`src/ddc_defines.vh`:
```
// Constants for the DDR SDRAM command core
`ifndef DDC_DEFINES_VH
`define DDC_DEFINES_VH

// Command codes {chip select, row strobe, column strobe, write strobe}
`define DDC_CMD_MODE_LOAD   4'h0
`define DDC_CMD_REFRESH     4'h1
`define DDC_CMD_ROW_CLOSE   4'h2
`define DDC_CMD_ROW_OPEN    4'h3
`define DDC_CMD_WRITE       4'h4
`define DDC_CMD_READ        4'h5
`define DDC_CMD_BURST_STOP  4'h6
`define DDC_CMD_NOP         4'h7

// Address, bank select and mode register fields
`define DDC_AP_BIT          10
`define DDC_BL_MSB          2
`define DDC_BL_LSB          0
`define DDC_BT_BIT          3
`define DDC_CL_MSB          6
`define DDC_CL_LSB          4
`define DDC_EXT_SEL_BIT     0

// Burst length codes and lengths
`define DDC_BL_CODE_2       3'h1
`define DDC_BL_CODE_4       3'h2
`define DDC_BL_CODE_8       3'h3
`define DDC_BL_2            4'h2
`define DDC_BL_4            4'h4
`define DDC_BL_8            4'h8

// Read latency codes and clock counts
`define DDC_CL_CODE_3       3'h3
`define DDC_CL_CODE_4       3'h4
`define DDC_CL_3            3'h3
`define DDC_CL_4            3'h4

// Reset values
`define DDC_MODE_RESET      12'h000
`define DDC_EXT_MODE_RESET  12'h000

`endif

```
`src/ddc_pair_buffer.v`:
```
// Two-entry buffer with registered outputs and valid/ready on both sides
`timescale 1ns/1ps

module ddc_pair_buffer #(
    parameter WIDTH = 41
) (
    input  wire             sys_clk,
    input  wire             reset_n,
    input  wire             inValid,
    output reg              inReady,
    input  wire [WIDTH-1:0] inData,
    output reg              outValid,
    input  wire             outReady,
    output reg  [WIDTH-1:0] outData
);

    reg [WIDTH-1:0] spareData;
    reg             spareValid;

    always @(posedge sys_clk or negedge reset_n) begin
        if (!reset_n) begin
            outValid   <= 1'b0;
            outData    <= {WIDTH{1'b0}};
            spareData  <= {WIDTH{1'b0}};
            spareValid <= 1'b0;
            inReady    <= 1'b1;
        end else begin
            if (outReady || !outValid) begin
                if (spareValid) begin
                    outData    <= spareData;
                    outValid   <= 1'b1;
                    spareValid <= 1'b0;
                    inReady    <= 1'b1;
                end else begin
                    outValid <= inValid;
                    outData  <= inData;
                end
            end else if (inValid && inReady) begin
                // Output stalled: park the word in the second entry
                spareData  <= inData;
                spareValid <= 1'b1;
                inReady    <= 1'b0;
            end
        end
    end

endmodule // ddc_pair_buffer

```
`src/ddc_command_core.v`:
```
// Command decoder, bank state and burst engine of a four-bank DDR SDRAM
`timescale 1ns/1ps
`include "ddc_defines.vh"

module ddc_command_core #(
    parameter ROW_W  = 12,
    parameter COL_W  = 9,
    parameter DATA_W = 16
) (
    input  wire                     sys_clk,
    input  wire                     reset_n,
    input  wire                     memClk,
    input  wire                     clkEnable,
    input  wire                     chipSelect_n,
    input  wire                     rowStrobe_n,
    input  wire                     colStrobe_n,
    input  wire                     writeStrobe_n,
    input  wire [1:0]               bank_select_bits,
    input  wire [ROW_W-1:0]         address,
    input  wire                     low_byte_mask,
    input  wire                     high_byte_mask,
    input  wire [DATA_W-1:0]        data_lines_in,
    output reg  [DATA_W-1:0]        data_lines_out,
    output reg                      data_lines_oe_n,
    input  wire                     low_byte_strobe_in,
    output reg                      low_byte_strobe_out,
    output reg                      low_byte_strobe_oe_n,
    input  wire                     high_byte_strobe_in,
    output reg                      high_byte_strobe_out,
    output reg                      high_byte_strobe_oe_n,
    output wire                     arrWrValid,
    input  wire                     arrWrReady,
    output wire [2+ROW_W+COL_W-1:0] arrWrAddr,
    output wire [DATA_W-1:0]        arrWrData,
    output wire [DATA_W/8-1:0]      arrWrByteEn,
    output reg  [2+ROW_W+COL_W-1:0] arrRdAddr,
    input  wire [DATA_W-1:0]        arrRdData,
    output reg  [3:0]               bankActive,
    output reg                      refreshPulse,
    output reg  [3:0]               powerState,
    output reg  [ROW_W-1:0]         burst_mode_config,
    output reg  [ROW_W-1:0]         extModeReg
);

    localparam LANES  = DATA_W / 8;
    localparam ADDR_W = 2 + ROW_W + COL_W;
    localparam SYNC_W = 2 + 4 + 2 + ROW_W + LANES + LANES + DATA_W;
    localparam BUF_W  = ADDR_W + DATA_W + LANES;

    localparam ST_RUN     = 4'h1;
    localparam ST_PDN_PRE = 4'h2;
    localparam ST_PDN_ACT = 4'h4;
    localparam ST_SELF    = 4'h8;

    // Two-stage synchroniser for every pin
    reg  [SYNC_W-1:0] syncA;
    reg  [SYNC_W-1:0] syncB;
    reg               ckLast;
    reg  [LANES-1:0]  stbLast;
    wire [SYNC_W-1:0] pinBus = {memClk, clkEnable, chipSelect_n, rowStrobe_n, colStrobe_n, writeStrobe_n,
                                bank_select_bits, address, high_byte_strobe_in, low_byte_strobe_in,
                                high_byte_mask, low_byte_mask, data_lines_in};

    wire              ckNow   = syncB[SYNC_W-1];
    wire              ckeNow  = syncB[SYNC_W-2];
    wire [3:0]        cmdNow  = syncB[SYNC_W-3:SYNC_W-6];
    wire              chipSelect_nNow = cmdNow[3];
    wire [1:0]        bankNow = syncB[SYNC_W-7:SYNC_W-8];
    wire [ROW_W-1:0]  addrNow = syncB[SYNC_W-9:SYNC_W-8-ROW_W];
    wire [LANES-1:0]  stbNow  = syncB[DATA_W+2*LANES-1:DATA_W+LANES];
    wire [LANES-1:0]  maskNow = syncB[DATA_W+LANES-1:DATA_W];
    wire [DATA_W-1:0] dataNow = syncB[DATA_W-1:0];

    wire ckRise = ckNow & ~ckLast;
    wire ckFall = ~ckNow & ckLast;

    always @(posedge sys_clk or negedge reset_n) begin
        if (!reset_n) begin
            syncA   <= {SYNC_W{1'b0}};
            syncB   <= {SYNC_W{1'b0}};
            ckLast  <= 1'b0;
            stbLast <= {LANES{1'b0}};
        end else begin
            syncA   <= pinBus;
            syncB   <= syncA;
            ckLast  <= ckNow;
            stbLast <= stbNow;
        end
    end

    // Mode decode
    reg  [3:0] burstLenCfg;
    reg  [2:0] latencyCfg;
    wire [2:0] blCode = burst_mode_config[`DDC_BL_MSB:`DDC_BL_LSB];
    wire [2:0] clCode = burst_mode_config[`DDC_CL_MSB:`DDC_CL_LSB];

    always @* begin
        case (blCode)
            `DDC_BL_CODE_4: burstLenCfg = `DDC_BL_4;
            `DDC_BL_CODE_8: burstLenCfg = `DDC_BL_8;
            default:        burstLenCfg = `DDC_BL_2;
        endcase
        case (clCode)
            `DDC_CL_CODE_4: latencyCfg = `DDC_CL_4;
            default:        latencyCfg = `DDC_CL_3;
        endcase
    end

    // Burst state
    reg              ckePrev;
    reg              burstRun;
    reg              burstIsRead;
    reg              burstInterleave;
    reg              burstAutoPre;
    reg [1:0]        burstBank;
    reg [ROW_W-1:0]  burstRow;
    reg [COL_W-1:0]  burstStart;
    reg [3:0]        burstIdx;
    reg [3:0]        burstLen;
    reg [2:0]        latCnt;
    reg [ROW_W-1:0]  rowAddr [0:3];

    function [COL_W-1:0] burstColumn;
        input [COL_W-1:0] start;
        input [3:0]       idx;
        input [3:0]       len;
        input             interleave;
        reg   [2:0]       span;
        reg   [2:0]       low;
        begin
            span = len[2:0] - 3'h1;
            low  = interleave ? (start[2:0] ^ idx[2:0]) : (start[2:0] + idx[2:0]);
            burstColumn = {start[COL_W-1:3], (start[2:0] & ~span) | (low & span)};
        end
    endfunction

    wire [3:0]       nextIdx = burstIdx + 4'h1;
    wire [COL_W-1:0] colCur  = burstColumn(burstStart, burstIdx, burstLen, burstInterleave);
    wire [COL_W-1:0] colNext = burstColumn(burstStart, nextIdx, burstLen, burstInterleave);
    wire             runEdge = ckePrev & (ckRise | ckFall);
    wire             writing = burstRun & ~burstIsRead;

    // Write capture per byte lane, each on its own strobe edges
    reg  [7:0]       laneData [0:LANES-1];
    reg  [LANES-1:0] laneMask;
    reg  [LANES-1:0] laneHit;
    wire             bufReady;
    wire             wordValid = writing & (&laneHit);
    wire             wordTaken = wordValid & bufReady;
    wire [DATA_W-1:0] wordData;

    genvar lane;
    generate
        for (lane = 0; lane < LANES; lane = lane + 1) begin : g_lane
            wire stbEdge = writing & ckePrev & (stbNow[lane] ^ stbLast[lane]);
            assign wordData[lane*8+7:lane*8] = laneData[lane];
            always @(posedge sys_clk or negedge reset_n) begin
                if (!reset_n) begin
                    laneData[lane] <= 8'h00;
                    laneMask[lane] <= 1'b0;
                    laneHit[lane]  <= 1'b0;
                end else if (stbEdge) begin
                    laneData[lane] <= dataNow[lane*8+7:lane*8];
                    laneMask[lane] <= maskNow[lane];
                    laneHit[lane]  <= 1'b1;
                end else if (wordTaken || !writing) begin
                    laneHit[lane] <= 1'b0;
                end
            end
        end
    endgenerate

    ddc_pair_buffer #(
        .WIDTH(BUF_W)
    ) u_write_buffer (
        .sys_clk  (sys_clk),
        .reset_n  (reset_n),
        .inValid  (wordValid),
        .inReady  (bufReady),
        .inData   ({burstBank, burstRow, colCur, wordData, ~laneMask}),
        .outValid (arrWrValid),
        .outReady (arrWrReady),
        .outData  ({arrWrAddr, arrWrData, arrWrByteEn})
    );

    // Main sequencer
    integer b;
    always @(posedge sys_clk or negedge reset_n) begin
        if (!reset_n) begin
            ckePrev               <= 1'b0;
            burstRun              <= 1'b0;
            burstIsRead           <= 1'b0;
            burstInterleave       <= 1'b0;
            burstAutoPre          <= 1'b0;
            burstBank             <= 2'h0;
            burstRow              <= {ROW_W{1'b0}};
            burstStart            <= {COL_W{1'b0}};
            burstIdx              <= 4'h0;
            burstLen              <= `DDC_BL_2;
            latCnt                <= 3'h0;
            for (b = 0; b < 4; b = b + 1) begin
                rowAddr[b] <= {ROW_W{1'b0}};
            end
            bankActive            <= 4'h0;
            refreshPulse          <= 1'b0;
            powerState            <= ST_RUN;
            burst_mode_config     <= `DDC_MODE_RESET;
            extModeReg            <= `DDC_EXT_MODE_RESET;
            arrRdAddr             <= {ADDR_W{1'b0}};
            data_lines_out        <= {DATA_W{1'b0}};
            data_lines_oe_n       <= 1'b1;
            low_byte_strobe_out   <= 1'b0;
            low_byte_strobe_oe_n  <= 1'b1;
            high_byte_strobe_out  <= 1'b0;
            high_byte_strobe_oe_n <= 1'b1;
        end else begin
            refreshPulse <= 1'b0;

            // Read burst: latency, then a word on every edge
            if (runEdge && burstRun && burstIsRead) begin
                if (ckRise && latCnt != 3'h0) begin
                    latCnt <= latCnt - 3'h1;
                end
                if (ckRise && latCnt == 3'h2) begin
                    // Preamble: strobes driven low a clock ahead of data
                    low_byte_strobe_oe_n  <= 1'b0;
                    high_byte_strobe_oe_n <= 1'b0;
                    low_byte_strobe_out   <= 1'b0;
                    high_byte_strobe_out  <= 1'b0;
                end
                if (latCnt == 3'h0 || (ckRise && latCnt == 3'h1)) begin
                    if (burstIdx != burstLen) begin
                        data_lines_out        <= arrRdData;
                        data_lines_oe_n       <= 1'b0;
                        low_byte_strobe_out   <= ckRise;
                        high_byte_strobe_out  <= ckRise;
                        low_byte_strobe_oe_n  <= 1'b0;
                        high_byte_strobe_oe_n <= 1'b0;
                        burstIdx              <= nextIdx;
                        arrRdAddr             <= {burstBank, burstRow, colNext};
                    end else begin
                        burstRun              <= 1'b0;
                        data_lines_oe_n       <= 1'b1;
                        low_byte_strobe_oe_n  <= 1'b1;
                        high_byte_strobe_oe_n <= 1'b1;
                        if (burstAutoPre) begin
                            bankActive[burstBank] <= 1'b0;
                        end
                    end
                end
            end

            // Write burst ends when its last word enters the buffer
            if (wordTaken) begin
                burstIdx <= nextIdx;
                if (nextIdx == burstLen) begin
                    burstRun <= 1'b0;
                    if (burstAutoPre) begin
                        bankActive[burstBank] <= 1'b0;
                    end
                end
            end

            // Command decode on the memory clock rising edge
            if (ckRise) begin
                ckePrev <= ckeNow;
                if (ckePrev) begin
                    if (!ckeNow && (chipSelect_nNow || cmdNow == `DDC_CMD_NOP)) begin
                        powerState <= (|bankActive) ? ST_PDN_ACT : ST_PDN_PRE;
                    end else if (!chipSelect_nNow) begin
                        case (cmdNow)
                            `DDC_CMD_ROW_OPEN: begin
                                bankActive[bankNow] <= 1'b1;
                                rowAddr[bankNow]    <= addrNow;
                            end
                            `DDC_CMD_ROW_CLOSE: begin
                                if (addrNow[`DDC_AP_BIT]) begin
                                    bankActive <= 4'h0;
                                end else begin
                                    bankActive[bankNow] <= 1'b0;
                                end
                            end
                            `DDC_CMD_READ, `DDC_CMD_WRITE: begin
                                if (bankActive[bankNow]) begin
                                    burstRun        <= 1'b1;
                                    burstIsRead     <= (cmdNow == `DDC_CMD_READ);
                                    burstBank       <= bankNow;
                                    burstRow        <= rowAddr[bankNow];
                                    burstStart      <= addrNow[COL_W-1:0];
                                    burstAutoPre    <= addrNow[`DDC_AP_BIT];
                                    burstInterleave <= burst_mode_config[`DDC_BT_BIT];
                                    burstLen        <= burstLenCfg;
                                    burstIdx        <= 4'h0;
                                    latCnt          <= latencyCfg;
                                    arrRdAddr       <= {bankNow, rowAddr[bankNow], addrNow[COL_W-1:0]};
                                end
                            end
                            `DDC_CMD_MODE_LOAD: begin
                                if (ckeNow && bankActive == 4'h0) begin
                                    if (bankNow[`DDC_EXT_SEL_BIT]) begin
                                        extModeReg <= addrNow;
                                    end else begin
                                        burst_mode_config <= addrNow;
                                    end
                                end
                            end
                            `DDC_CMD_BURST_STOP: begin
                                if (burstRun && burstIsRead) begin
                                    burstRun              <= 1'b0;
                                    data_lines_oe_n       <= 1'b1;
                                    low_byte_strobe_oe_n  <= 1'b1;
                                    high_byte_strobe_oe_n <= 1'b1;
                                end
                            end
                            `DDC_CMD_REFRESH: begin
                                if (bankActive == 4'h0) begin
                                    if (ckeNow) begin
                                        refreshPulse <= 1'b1;
                                    end else begin
                                        powerState <= ST_SELF;
                                    end
                                end
                            end
                            default: begin
                                // No-operation
                            end
                        endcase
                    end
                end else if (ckeNow) begin
                    powerState <= ST_RUN;
                end
            end
        end
    end


endmodule // ddc_command_core

```
`config.mk`:
```
export PLATFORM = sky130hd
export DESIGN_NAME = ddc_command_core
export DESIGN_NICKNAME = d
export VERILOG_FILES = /design/src/ddc_pair_buffer.v /design/src/ddc_command_core.v
export VERILOG_INCLUDE_DIRS = /design/src /design/src/src
export SDC_FILE = /design/constraint.sdc
export NUM_CORES = 1
export LEC_CHECK = 0
export BUFFER_PORTS_ARGS = -buffer_cell sky130_fd_sc_hd__buf_4
export CAP_MARGIN = 10
export CELL_PAD_IN_SITES_DETAIL_PLACEMENT = 1
export CELL_PAD_IN_SITES_GLOBAL_PLACEMENT = 1
export CORE_ASPECT_RATIO = 0.7
export CORE_MARGIN = 2
export CORE_UTILIZATION = 50
export DETAILED_ROUTE_END_ITERATION = 10
export PLACE_DENSITY_LB_ADDON = 0.1
export SYNTH_ARGS = -nofsm -noshare
export SYNTH_HDL_FRONTEND = slang
export SYNTH_SLANG_ARGS = --single-unit
```
`constraint.sdc`:
```
create_clock -name sys_clk -period 5.4 [get_ports sys_clk]
set_input_delay 0.81 -clock sys_clk [delete_from_list [all_inputs] [get_ports sys_clk]]
set_output_delay 0.81 -clock sys_clk [all_outputs]
set_load 0.02 [all_outputs]
```
Word level (Yosys, flattened, before mapping)

Index checks and enable logic that the tools add are counted.

Flip-flop bits (word level): 352
Input port bits: 59
Output and inout port bits: 119
Logic and storage cells: 271

Add/sub/neg operators: 5
$lt $le $gt $ge: 6
Equal/unequal tests: 19
Multiplexer cells: 126
Bitwise logic cells: 35
Reduce and logical (&&, ||, !) cells: 38

Operators by type and width:

| kind                                           | number |
|---|---|
| 2-to-1 mux 23 bit                              | 9 |
| 2-to-1 mux 4 bit                               | 29 |
| 2-to-1 mux 1 bit                               | 63 |
| bitwise mux 48 bit                             | 1 |
| 2-to-1 mux 41 bit                              | 1 |
| 2-to-1 mux 12 bit                              | 3 |
| 2-to-1 mux 3 bit                               | 12 |
| binary-select mux 12 bit (select 2 bit)        | 1 |
| demux 12 bit (select 2 bit)                    | 1 |
| == test 4 x 3 -> 1 bit (second input constant) | 4 |
| one-hot mux 4 bit (2 select lines)             | 2 |
| AND reduction 7 bit                            | 2 |
| AND 4 bit                                      | 3 |
| logical AND 1 bit                              | 12 |
| AND reduction 6 bit                            | 2 |
| AND 1 bit                                      | 9 |
| AND 3 bit                                      | 3 |
| == test 3 x 2 -> 1 bit (second input constant) | 3 |
| == test 4 x 2 -> 1 bit (second input constant) | 2 |
| logical NOT 4 bit                              | 2 |
| inverter 4 bit                                 | 2 |
| nonzero test 2 bit                             | 4 |
| inverter 1 bit                                 | 7 |
| adder 3 bit                                    | 2 |
| other kinds (34)                               | 50 |

Longest topological paths before layout

Depth after elaboration: 21
Gate-level depth with buffers: 10
Depth with buffers taken out: 9

Modules after synthesis

From an unflattened synthesis, not the netlist that was laid out.

Cells, all modules: 963
Area total of the unflattened synthesis: 14221.1 sq um

Modules (own cells, without submodules):

| module           | times used | cells each | area each (sq um) | seq. area each (sq um) |
|---|---|---|---|---|
| ddc_command_core | 1          | 733        | 10202.3           | 6662.6 |
| ddc_pair_buffer  | 1          | 230        | 4018.9            | 2128.3 |

Least setup slack after synthesis

No wires, ideal clock.

Kind: input to register
From: in arrWrReady
To: reg u_write_buffer.spareData[17]
Arrival time: 1.971 ns
Required time: 5.275 ns
Setup slack: 3.304 ns
Stages: 5
Buffers on the path: 2
Path through: nor2b_1 > clkbuf_1 > nand2_1 > clkbuf_1 > mux2_2

Longest elaborated chain between the ends: 3

Ends and longest elaborated chain:

| what                                 | line                  | source |
|---|---|---|
| start, declared                      | ddc_command_core.v:32 | `input wire arrWrReady,` |
| logical OR 1 bit                     | ddc_pair_buffer.v:28  | `if (outReady \|\| !outValid) begin` |
| inverter 1 bit (no source line)      | --                    |  |
| AND reduction 2 bit (no source line) | --                    |  |
| end signal, assigned                 | ddc_pair_buffer.v:24  | `spareData <= {WIDTH{1'b0}};` |
| end signal, assigned                 | ddc_pair_buffer.v:40  | `spareData <= inData;` |
| end, declared                        | ddc_pair_buffer.v:17  | `reg [WIDTH-1:0] spareData;` |

Every way passes these cells.
A chain may end at the register's enable or synchronous reset.

Final worst setup path

From: reg syncB[33]
To: reg latCnt[1]

Longest elaborated chain between the ends: 8

Ends and longest elaborated chain:

| what                                   | line                   | source |
|---|---|---|
| start, declared                        | ddc_command_core.v:57  | `reg [SYNC_W-1:0] syncB;` |
| start signal, assigned                 | ddc_command_core.v:80  | `syncB <= {SYNC_W{1'b0}};` |
| start signal, assigned                 | ddc_command_core.v:85  | `syncB <= syncA;` |
| binary-select mux 1 bit (select 2 bit) | ddc_command_core.v:284 | `if (bankActive[bankNow]) begin` |
| 2-to-1 mux 1 bit (not written as such) | ddc_command_core.v:284 |  |
| 2-to-1 mux 3 bit                       | ddc_command_core.v:284 |  |
| 2-to-1 mux 3 bit                       | ddc_command_core.v:271 | `case (cmdNow)` |
| 2-to-1 mux 3 bit                       | ddc_command_core.v:270 | `end else if (!chipSelect_nNow) begin` |
| 2-to-1 mux 3 bit                       | ddc_command_core.v:268 | `` if (!ckeNow && (chipSelect_nNow \|\| cmdNow == `DDC_CMD_NOP)) begin `` |
| 2-to-1 mux 3 bit                       | ddc_command_core.v:267 | `if (ckePrev) begin` |
| 2-to-1 mux 3 bit                       | ddc_command_core.v:265 | `if (ckRise) begin` |
| end signal, assigned                   | ddc_command_core.v:222 | `latCnt <= latCnt - 3'h1;` |
| end signal, assigned                   | ddc_command_core.v:294 | `latCnt <= latencyCfg;` |
| end, declared                          | ddc_command_core.v:120 | `reg [2:0] latCnt;` |

Every way passes these cells. The select of a mux whose other input is x is not followed.

==> flow_summary.toml <==
[outcome]
outcome = "finished clean"

[timing]
finalCritPeriodShare = 0.507
final_max_slew_viol_count = 0
slew_headroom = 0.251
layout_min_cycle_time_ns = 2.74
totalNegativeSetupSlack_ns = 0
worstMarginPinSlew_ns = 1.12
worst_clock_skew_ns = 0.0235
final-hold-violation-count = 0
timing.fmax_mhz = 366
grt_setup_unrepaired = "no"
report.final.setup_viol = 0

[drt]
num_vias = 8387
wl_per_cell_um = 19.9
initialDrtViolationCount = 386
finalWirelength_um = 31700
antenna_left = 0
drc_errors = 0
post_drt_via_cell_ratio = 5.26
drt-pass1-iter-count = 4

[power]
pd_cells_nw_per_um2 = 334
vdd_drop_max_v = 0.000233
p_total_mw = 5.47
p_int_mw = 4.24
p_switching_mw = 1.24
clock_power_share = 0.429
net_sw_frac = 0.226
power_leakage_nw = 8.23
power.share.combinational = 0.057
share_seq_of_total_power = 0.514

[yosys]
synthesis.nets = 1109
netlist.area_leader.share = 0.631
fraction_of_synthesis_flops_using_an_asynchronous_set_or_reset_pin = 1.00
yosys.area.top_type = "dfrtp_1"
synth_edf_count = 0
synth.yosys.seq_area_share = 0.643
synth_top_flop_cell = "dfrtp_1"
synth.cell_area_sq_um = 13700
synth-seq-cells = 351
yosysUniqueCellTypes = 58
synthTopCellsByArea = "dfrtp_1 (63%), mux2_2 (9.6%), nand2_1 (5.2%)"
ys_warn_count = 0
synthesized_instance_count = 1038
post_synthesis_average_cell_area_sq_um = 13.2

[placement]
postPlaceCellArea_sq_um = 15300
gp_routability_congestion = 0.809
io_buffer_count = 177
dp.final_hpwl_um = 21000

[finish]
final_cell_area_sq_um = 16400
area_delta_synth_final_pct = 19.7
nNetsFinal = 1278
antenna_cells = 0
fillerInstances = 2640
final_core_util = 0.610
drive_above_1_share = 0.326

[worst_setup_path]
crit_path_end_kind = "flip-flop"
r2r_end = "latCnt[1]$_DFF_PN0_"
worstPathArrival_ns = 3.09
timing.critical_path.required_ns = 5.75
worst_r2r_path_depth = 4
critical_path.startpoint_type = "flip-flop"
timing.rr.start = "syncB[33]$_DFF_PN0_"
crit_path_max_fanout = 20
setup.worst_path.class = "flip-flop to flip-flop"
setup_slack_of_the_most_critical_reg_to_reg_path_ns = 2.66

[clock_tree]
clk_path_buf_depth = 3
cts-root-buf = "clkbuf_16"
cts_buf_count = 34
clk_latency_ns = 0.52
cts.clk_slew.worst_paths_ns = 0.06
clock_sink_count = 351
ctsResizeCount = 0
cts_hold_repair.buffers = 0
post-cts-setup-buffer-count = 0
cts-htree-levels = 2
cts_tree = "yes"

[global_routing]
global_route_wire_length_before_repair_um = 51100
grt_start_max_net_pins = 140
global_route.usage.total = 0.228
grt_overflow_total = 0
antenna_found_initial = 0
vias_in_the_first_global_route = 9001

[floorplan]
dieArea_sq_um = 28700
core_area_sq_um = 26800
placement_rows = 50
num_io_pins = 178
floorplan.initialDensity = 0.510
fp.dieW_um = 202
floorplan.die.height_um = 142

[min_path]
class_of_the_most_critical_hold_timing_path = "input pin to async pin"

[run]
drv_cap = 0
how the worst max path moves through the flow:
stage / end / cells after the start / slack, ns / startpoint
floorplan: u_write_buffer.spareData[17]$_DFFE_PN0P_ / 5 / 3.30 / arrWrReady
global placement: latCnt[0]$_DFF_PN0_ / 4 / 2.70 / syncB[33]$_DFF_PN0_
detailed placement: latCnt[1]$_DFF_PN0_ / 4 / 2.67 / syncB[33]$_DFF_PN0_
CTS: latCnt[1]$_DFF_PN0_ / 4 / 2.64 / syncB[33]$_DFF_PN0_
global route: arrRdAddr[12]$_DFF_PN0_ / 8 / 2.55 / latCnt[0]$_DFF_PN0_
finish: latCnt[1]$_DFF_PN0_ / 4 / 2.66 / syncB[33]$_DFF_PN0_
kinds of logic after synthesis:
kind of cell	Yosys count	share of synthesized area
AOI/OAI and AO/OA	126	0.0526
xor gates and xnor gates	15	0.00961
adders and majority gates	12	0.0121
buffers and inverters	67	0.0255
DFF	351	0.643
muxes	199	0.172
and+or+nand+nor	268	0.0854
stage by stage:
stage	instances	hold WS [ns]	setup slack (ns)
floorplan	1038	0.331	3.30
global placement	1535	0.332	2.70
detailed placement	1535	0.336	2.67
CTS	1596	0.299	2.64
global route	1596	0.307	2.55
finish	1596	0.294	2.66
final cells by class:
class | instances | area, sq um | share of cell area
clock inverters | 8 | 68.8 | 0.00420
multi-input cells | 620 | 4550 | 0.278
inverters | 15 | 56.3 | 0.00344
clock buffers | 53 | 1030 | 0.0631
well taps | 364 | 455 | 0.0278
repair buffers | 185 | 1420 | 0.0868
flip-flops and latches | 351 | 8790 | 0.537
worst max-delay path, cell delays in order (launching register included):
cell     delay [ns]
dfrtp_1        0.91
mux4_2         0.37
nand4_1        0.36
nor4b_1        0.83
a21oi_1        0.09
state kept, by name (all words and copies together) (netlist names), 9 cells and up:
| signal | flops |
|---|---|
| extModeReg | 12 |
| arrRdAddr | 23 |
| u_write_buffer.outData | 41 |
| rowAddr | 48 |
| laneData | 16 |
| u_write_buffer.spareData | 41 |
| burst_mode_config | 12 |
| burstStart | 9 |
| syncB | 40 |
| syncA | 40 |
| burstRow | 12 |
| data_lines_out | 16 |
routing by layer:
metal  global-route usage  wire length (um)
met5                    0                 0
met4               0.0484               406
met3               0.0389              1140
met1                0.344             15800
met2                0.350             14400
cell usage after synthesis (4+ instances only):
master,instances
mux2_4,10
xnor2_1,7
ha_1,10
nor2_1,28
nand3_1,9
inv_1,15
nand4_1,5
and2_1,6
mux2i_1,59
a21oi_1,24
nor2b_1,4
dfrtp_1,345
dfstp_2,6
mux4_2,13
buf_2,16
mux2_2,117
buf_6,5
clkbuf_1,24
xor2_1,8
o21ai_0,56
a21o_1,5
o21ai_1,20
nand2_1,188
power by group through the flow:
| stage | registers, mW | logic [mW] | clock network, mW |
|---|---|---|---|
| global route | 2.83 | 0.343 | 2.51 |
| CTS | 2.81 | 0.320 | 2.40 |
| finish | 2.81 | 0.312 | 2.35 |
| global placement | 2.85 | 0.307 | 0 |
| floorplan | 2.86 | 0.113 | 0 |
| detailed placement | 2.86 | 0.316 | 0 |
cell usage in the layout (no fill, tap or decap), drive strengths merged, types with 3 or more instances in the layout:
| cell | instances |
|---|---|
| a21o | 5 |
| and3 | 3 |
| mux4 | 13 |
| xnor2 | 7 |
| a31o | 3 |
| clkinv | 6 |
| clkbuf | 53 |
| buf | 185 |
| nor2 | 31 |
| ha | 10 |
| a21oi | 24 |
| dfstp | 6 |
| nand4 | 5 |
| mux2i | 59 |
| or2 | 4 |
| and2 | 6 |
| nor2b | 4 |
| o21ai | 77 |
| a31oi | 3 |
| o31ai | 3 |
| nand3 | 9 |
| dfrtp | 345 |
| nand2b | 3 |
| xor2 | 8 |
| nand2 | 188 |
| and3b | 3 |
| inv | 16 |
| mux2 | 127 |
Power figures use the tool's default switching activity.
